**src/design/memory_type_resolver_defines.vh**
```
`ifndef MEMORY_TYPE_RESOLVER_DEFINES_VH
`define MEMORY_TYPE_RESOLVER_DEFINES_VH

// Memory-type encodings
`define MT_UC 3'h0
`define MT_WC 3'h1
`define MT_WT 3'h4
`define MT_WP 3'h5
`define MT_WB 3'h6
`define MT_UCM 3'h7

// Attribute table layout
`define PAT_SLOTS 8
`define PAT_SLOT_STRIDE 8
`define PAT_SLOT_W 3
`define PAT_RSVD_MASK 64'hF8F8F8F8F8F8F8F8
`define PAT_RESET 64'h0007040600070406

// Fixed-range registers cover addresses below this bound (1 Mbyte)
`define FIXED_RANGE_LIMIT 52'h0000000100000

`endif

```
**src/design/overlap_combiner.v**
```verilog
`timescale 1ns/1ps
// Folds the types of all matching variable ranges into one type
module overlap_combiner #(
   parameter NUM_VAR = 8
) (
   input wire [NUM_VAR-1:0] hit,
   input wire [3*NUM_VAR-1:0] types,
   output reg [2:0] result,
   output reg any_hit,
   output reg defined
);
`include "memory_type_resolver_defines.vh"
   integer i;
   reg has_uc;
   reg has_wt;
   reg has_wb;
   reg has_other;
   reg same;
   reg [2:0] first;
   reg seen;
   always @* begin
      has_uc = 1'b0;
      has_wt = 1'b0;
      has_wb = 1'b0;
      has_other = 1'b0;
      same = 1'b1;
      first = `MT_UC;
      seen = 1'b0;
      for (i = 0; i < NUM_VAR; i = i + 1) begin
         if (hit[i]) begin
            if (!seen) begin
               first = types[3*i +: 3];
            end else if (types[3*i +: 3] != first) begin
               same = 1'b0;
            end
            seen = 1'b1;
            case (types[3*i +: 3])
               `MT_UC: has_uc = 1'b1;
               `MT_WT: has_wt = 1'b1;
               `MT_WB: has_wb = 1'b1;
               default: has_other = 1'b1;
            endcase
         end
      end
      any_hit = seen;
      defined = 1'b1;
      if (same) begin
         result = first;
      end else if (has_uc) begin
         result = `MT_UC;
      end else if (has_wt && has_wb && !has_other) begin
         result = `MT_WT;
      end else begin
         result = `MT_UC;
         defined = 1'b0;
      end
   end
endmodule // overlap_combiner

```
**src/design/memory_type_resolver.v**
```verilog
`timescale 1ns/1ps
//Function
//- default table: page bits restrict range type
//- mixed ranges in large page: type unguaranteed
//- fixed ranges below 1 Mbyte win
//- identical overlapping variable types: use it
//- any uncacheable overlap gives uncacheable
//- only write_through and write_back gives write_through
//- other overlap mixes are undefined
//- software keeps settings identical across processors
//- table has eight 3-bit slots, rest reserved
//- slot encodings 0,1,4,5,6,7 supported
//- overridable uncacheable yields to write_combining range
//- reserved bits set: fault, table unchanged
//- unsupported slot encoding: fault, table unchanged
//- reset loads default slot values
//- uncacheable kinds: no cache, combine, speculation
//- write_combining: uncached, combine and speculate allowed
//- write_through: shared read fill, write through
//- write_protect: shared read fill, write hit invalidates
//- slot index is attr, cache_disable, write_through
//- defaults WB, WT, UC-, UC twice over
module memory_type_resolver #(
   parameter NUM_VAR = 8,
   parameter ADDR_W = 52
) (
   input wire sys_clk,
   input wire rst_b,
   input wire lookup_valid,
   input wire [ADDR_W-1:0] lookup_addr,
   input wire page_attribute,
   input wire page_cache_disable,
   input wire page_write_through,
   input wire fixed_hit,
   input wire [2:0] fixed_type,
   input wire [NUM_VAR-1:0] var_hit,
   input wire [3*NUM_VAR-1:0] var_type,
   input wire [2:0] default_type,
   input wire pat_wr_en,
   input wire [63:0] pat_wr_data,
   output reg [63:0] page_attribute_table_q,
   output reg pat_gp_fault_q,
   output reg result_valid_q,
   output reg [2:0] effective_type_q,
   output reg type_defined_q,
   output reg cacheable_q,
   output reg read_alloc_q,
   output reg read_alloc_excl_q,
   output reg write_alloc_q,
   output reg write_through_q,
   output reg write_hit_invalidate_q,
   output reg write_combine_q,
   output reg speculative_ok_q
);
`include "memory_type_resolver_defines.vh"

   wire [2:0] var_result;
   wire var_any;
   wire var_defined;
   reg [2:0] range_type;
   reg range_defined;
   reg [2:0] slot_type;
   reg [2:0] eff_d;
   reg def_d;
   wire [7:0] slot_bad;
   reg wr_bad;

   overlap_combiner #(
      .NUM_VAR(NUM_VAR)
   ) u_overlap (
      .hit(var_hit),
      .types(var_type),
      .result(var_result),
      .any_hit(var_any),
      .defined(var_defined)
   );

   // Range type: fixed ranges only in the lowest Mbyte, then variable, then default
   always @* begin
      if (fixed_hit && (lookup_addr < `FIXED_RANGE_LIMIT)) begin
         range_type = fixed_type;
         range_defined = 1'b1;
      end else if (var_any) begin
         range_type = var_result;
         range_defined = var_defined;
      end else begin
         range_type = default_type;
         range_defined = 1'b1;
      end
   end

   // Slot select from page bits
   always @* begin
      case ({page_attribute, page_cache_disable, page_write_through})
         3'h0: slot_type = page_attribute_table_q[2:0];
         3'h1: slot_type = page_attribute_table_q[10:8];
         3'h2: slot_type = page_attribute_table_q[18:16];
         3'h3: slot_type = page_attribute_table_q[26:24];
         3'h4: slot_type = page_attribute_table_q[34:32];
         3'h5: slot_type = page_attribute_table_q[42:40];
         3'h6: slot_type = page_attribute_table_q[50:48];
         3'h7: slot_type = page_attribute_table_q[58:56];
         default: slot_type = `MT_UC;
      endcase
   end

   // Combine page type with range type
   always @* begin
      eff_d = `MT_UC;
      def_d = range_defined;
      case (slot_type)
         `MT_UC: eff_d = `MT_UC;
         `MT_UCM: eff_d = (range_type == `MT_WC) ? `MT_WC : `MT_UC;
         `MT_WC: eff_d = `MT_WC;
         `MT_WP: begin
            if (range_type == `MT_WP || range_type == `MT_WB) begin
               eff_d = `MT_WP;
            end else begin
               eff_d = `MT_UC;
               def_d = def_d & (range_type == `MT_UC);
            end
         end
         `MT_WT: begin
            if (range_type == `MT_WT || range_type == `MT_WB) begin
               eff_d = `MT_WT;
            end else begin
               eff_d = `MT_UC;
               def_d = def_d & (range_type == `MT_UC);
            end
         end
         `MT_WB: eff_d = range_type;
         default: begin
            eff_d = `MT_UC;
            def_d = 1'b0;
         end
      endcase
   end

   // Write checks: reserved bits and unsupported encodings
   genvar g;
   generate
      for (g = 0; g < 8; g = g + 1) begin : g_chk
         wire [2:0] enc;
         assign enc = pat_wr_data[8*g +: 3];
         assign slot_bad[g] = ~((enc == `MT_UC) | (enc == `MT_WC) | (enc == `MT_WT) |
            (enc == `MT_WP) | (enc == `MT_WB) | (enc == `MT_UCM));
      end
   endgenerate

   always @* begin
      wr_bad = (|(pat_wr_data & `PAT_RSVD_MASK)) | (|slot_bad);
   end

   // Table keeps what software loads; no cross-processor
   always @(posedge sys_clk or negedge rst_b) begin
      if (!rst_b) begin
         page_attribute_table_q <= `PAT_RESET;
         pat_gp_fault_q <= 1'b0;
      end else begin
         pat_gp_fault_q <= pat_wr_en & wr_bad;
         if (pat_wr_en && !wr_bad) begin
            page_attribute_table_q <= pat_wr_data;
         end
      end
   end

   // Registered result and cache policy
   always @(posedge sys_clk or negedge rst_b) begin
      if (!rst_b) begin
         result_valid_q <= 1'b0;
         effective_type_q <= `MT_UC;
         type_defined_q <= 1'b0;
         cacheable_q <= 1'b0;
         read_alloc_q <= 1'b0;
         read_alloc_excl_q <= 1'b0;
         write_alloc_q <= 1'b0;
         write_through_q <= 1'b0;
         write_hit_invalidate_q <= 1'b0;
         write_combine_q <= 1'b0;
         speculative_ok_q <= 1'b0;
      end else begin
         result_valid_q <= lookup_valid;
         if (lookup_valid) begin
            effective_type_q <= eff_d;
            type_defined_q <= def_d;
            cacheable_q <= 1'b0;
            read_alloc_q <= 1'b0;
            read_alloc_excl_q <= 1'b0;
            write_alloc_q <= 1'b0;
            write_through_q <= 1'b1;
            write_hit_invalidate_q <= 1'b0;
            write_combine_q <= 1'b0;
            speculative_ok_q <= 1'b0;
            case (eff_d)
               `MT_WC: begin
                  write_combine_q <= 1'b1;
                  speculative_ok_q <= 1'b1;
               end
               `MT_WT: begin
                  cacheable_q <= 1'b1;
                  read_alloc_q <= 1'b1;
               end
               `MT_WP: begin
                  cacheable_q <= 1'b1;
                  read_alloc_q <= 1'b1;
                  write_hit_invalidate_q <= 1'b1;
               end
               `MT_WB: begin
                  cacheable_q <= 1'b1;
                  read_alloc_q <= 1'b1;
                  read_alloc_excl_q <= 1'b1;
                  write_alloc_q <= 1'b1;
                  write_through_q <= 1'b0;
               end
               default: begin
                  cacheable_q <= 1'b0;
               end
            endcase
         end
      end
   end
endmodule // memory_type_resolver

```
**config.mk**
```make
export PLATFORM = sky130hd
export DESIGN_NAME = memory_type_resolver
export DESIGN_NICKNAME = d
export VERILOG_FILES = /design/src/design/overlap_combiner.v /design/src/design/memory_type_resolver.v
export VERILOG_INCLUDE_DIRS = /design/src /design/src/design
export SDC_FILE = /design/constraint.sdc
export NUM_CORES = 1
export LEC_CHECK = 0
export ABC_AREA = 1
export BUFFER_PORTS_ARGS = -buffer_cell sky130_fd_sc_hd__buf_2
export CAP_MARGIN = 5
export CORE_UTILIZATION = 50
export DETAILED_ROUTE_END_ITERATION = 8
export PLACE_DENSITY = 0.87
export SETUP_SLACK_MARGIN = 0.1
export SLEW_MARGIN = 40
export SYNTH_ARGS = -nofsm -noshare
export SYNTH_HDL_FRONTEND = slang
export SYNTH_SLANG_ARGS = --single-unit
```
**constraint.sdc**
```tcl
create_clock -name sys_clk -period 4.6 [get_ports sys_clk]
set_clock_uncertainty 0.15 [all_clocks]
set_input_delay 0 -clock sys_clk [delete_from_list [all_inputs] [get_ports sys_clk]]
set_output_delay 0 -clock sys_clk [all_outputs]
set_load 0.05 [all_outputs]
```
==> metrics.md <==
| Metric | Value |
|---|---|
| Core Util, Final | `69.59%` |
| Clk buf depth | `2` |
| DR iter-0 viols | `231` |
| Routed Antenna Nets | `0` |
| DP Cell Count | `1,002` |
| Pwr Density | `221.2 nW/um^2` |
| Share of the synthesized area in the top cell type | `33.00%` |
| Synth Instances | `666` |
| Dpl hpwl | `10,440 um` |
| CTS Sinks | `75` |
| Worst Path Max Fanout | `46` |
| CTS buffer count | `9` |
| Minimum clock period after layout | `2840 ps` |
| Main synth FF type | `dfrtp_1` |
| Die width | `99.75 um` |
| Number of buffer and inverter stages on the critical path | `4` |
| Synth warn | `0` |
| Mapped cell area | `4777 sq um` |
| Share of post-route cells with drive strength above 1 | `33.15%` |
| Rows | `35` |
| Crit path kind | `in2reg` |
| H-tree Lvls | `3` |
| Vias in the first global route | `5,075` |
| Library cells used by synthesis | `49` |
| Crit path max-delay cell type | `nand3_2` |
| Initial Util | `51.70%` |
| Setup slack after layout | `1760 ps` |
| Placed inst area | `5978 sq um` |
| Die extent in y | `99.75 um` |
| Syn Area/Cell | `7.173 sq um` |
| Post-CTS Setup Repair Bufs | `0` |
| TritonCTS clock tree | `built` |
| Drt pass-1 iters | `5` |
| Register area | `1892 sq um` |
| WL final | `14,300 um` |
| Port Buffers | `219` |
| # diodes | `0` |
| Top-level port count | `240` |
| Vias | `5,278` |
| Min-delay worst type | `in2reg` |
| Asr flop ratio synth | `100.0%` |
| Top achievable clock speed | `0.3522 GHz` |
| Syn Nets | `828` |
| GRT overflow | `0` |
| Synth top area cells | `dfrtp_1 (33%), nand2_1 (14%), inv_1 (9.1%)` |
| CP startpoint kind | `input port` |
| Seq/Total Area, Yosys | `39.60%` |
| First-pass GRT wire length | `23,290 um` |
| Synth-to-Final Area Change | `34.60%` |
| Placer Congestion | `0.9206` |
| Final Max Tran Viols | `0` |
| CTS resizes | `0` |
| Slew @ Worst Pin | `697.3 ps` |
| Number of synthesized flops with an enable pin | `0` |
| DRC Markers | `0` |
| Layout net count | `1,074` |
| Commonest cells in the netlist | `nand2_1 (180), inv_1 (116), nor2_1 (67)` |
| Final period util | `61.73%` |
| Count leader, synth | `nand2_1` |
| Worst skew pair latency | `350 ps` |
| Vias per cell | `5.046` |
| Root buf cell | `clkbuf_8` |
| Clock Pin Slew Worst Setup and Hold Paths | `70 ps` |
| Pin count of the biggest net entering global routing | `76` |
| RSZ-0062 raised after global routing | `no` |
| Setup TNS Final | `0 ps` |
| Worst path required time | `4680 ps` |
| P_leak | `0.003914 uW` |
| Worst VDD drop | `0.2220 mV` |
| Biggest cell delay along the critical path | `630 ps` |
| Post-route cell area | `6430 sq um` |
| GRT Total Usage | `29.77%` |
| Initial antenna violation count | `0` |
| Area of the multi-input gates | `2335 sq um` |
| Post-synth top area cell | `dfrtp_1` |
| Largest delay share family, worst path | `buffers and inverters` |
| Status | `finished, final reports clean` |
| Pre-CTS setup slack | `1872 ps` |
| FILL cells | `739` |
| Type of element capturing the critical path | `flip-flop` |
| Final Non-Filler Cells | `1,046` |
| Max Cap Viol | `0` |
| Synthesized flop and latch total | `75` |
| Full die area | `9949 sq um` |
| Core ar. | `9240 sq um` |
| CP arrival | `2920 ps` |
| Max transition margin | `53.46%` |
| Crit path cell chain | `dlygate4sd3_1 -> buf_2 -> inv_1 -> o22ai_1 -> a221o_1 -> nor4_1 -> nand3_2 -> buf_4 -> mux2_2` |
| Final Hold Viols | `0` |
| Setup violators final | `0` |
| Avg WL per Cell | `13.67 um` |
kinds of logic after synthesis:
logic type | count (synthesis) | synth area share, %
mux | 7 | 1.650
flops | 75 | 39.60
compound gates | 63 | 8.355
simple gates | 378 | 38.21
xor+xnor | 3 | 0.5501
buf+inv | 140 | 11.63
path summary, 6_finish.rpt:
path / slack [ps] / cells after the start / from / to
max: 1760 / 9 / pat_wr_data[49] / page_attribute_table_q[8]
min: 30 / 7 / fixed_hit / type_defined_q
max reg2reg: 2230 / 14 / page_attribute_table_q[57] / read_alloc_q
min reg2reg: 320 / 2 / page_attribute_table_q[23] / page_attribute_table_q[23]
max in group asynchronous: 3720 / 3 / rst_b / page_attribute_table_q[8]
min in group asynchronous: 140 / 3 / rst_b / page_attribute_table_q[52]
power breakdown:
part | leakage (uW) | switching (uW) | internal (uW) | total, uW
Combinational | 0.00287 | 184 | 119 | 303
Sequential | 0.000960 | 3.03 | 665 | 668
Clock | 0.0000863 | 241 | 210 | 451
worst reg2reg max path: stages, from the launching register on:
cell,delay (ps)
dfrtp_1,430
inv_1,70
o21ai_0,70
a221oi_1,310
nand3_1,120
o21ai_0,190
inv_1,100
nand2_1,120
nor2_1,80
o21ai_1,250
nand2_1,110
nand2_2,90
clkinv_1,60
nand2_1,60
nand2_1,50
metal layers:
| layer | vias up | wire (um) | global-route usage, % |
|---|---|---|---|
| li1 | 2614 | - | - |
| met1 | 2394 | 5433 | 34.71 |
| met4 | 0 | 433 | 10.97 |
| met5 | - | 0 | 0 |
| met3 | 37 | 976 | 5.973 |
| met2 | 233 | 7452 | 53.85 |
timing repair:
| item | 4_1_cts | 5_1_grt |
|---|---|---|
| hold buffers | 28 | 0 |
| endpoints found under the hold margin | 98 | 0 |
| setup endpoints to repair | 0 | 0 |
through the flow:
stage / hold WS (ps) / total power, uW
global placement: 81.83 / 957.6
global route: 98.36 / 1487
CTS: 39.55 / 1421
floorplan: -445.6 / 842.8
finish: 33.39 / 1422
detailed placement: 6.566 / 962.0
cell usage in the layout (no fill, tap or decap), types with 3 or more instances in the layout:
cell type        n
dfrtp_1         63
o22ai_1          6
nor2_1          67
nand4_1         15
a221oi_1         6
dfstp_2         12
o21ai_1          3
inv_1          116
inv_2            7
nand3_4          3
clkbuf_8        10
nor3_1          13
nor2_2           4
nand2_2          8
nand3_1         46
nor4_1          14
nor2_4           5
xor2_1           3
a21oi_1         14
nand2_1        180
nand3_2          8
mux2_2           7
o21ai_0         21
buf_2          219
nand4_2          3
dlygate4sd3_1   28
area by class of cell:
cell class | count | share of cell area (%)
Clock buffer | 12 | 2.257
Timing Repair Buffer | 249 | 21.70
Tap cell | 129 | 2.510
Inverter | 126 | 7.394
Multi-Input combinational cell | 451 | 36.31
Sequential cell | 75 | 29.42
Clock inverter | 4 | 0.4086
sequential cells by signal, indices dropped and copies added, names as in the netlist:
signal	count
effective_type_q	3
page_attribute_table_q	64
pat_gp_fault_q	1
read_alloc_q	1
result_valid_q	1
speculative_ok_q	1
type_defined_q	1
write_alloc_q	1
write_hit_invalidate_q	1
write_through_q	1
Note: power is estimated with default switching activity, not from simulation.
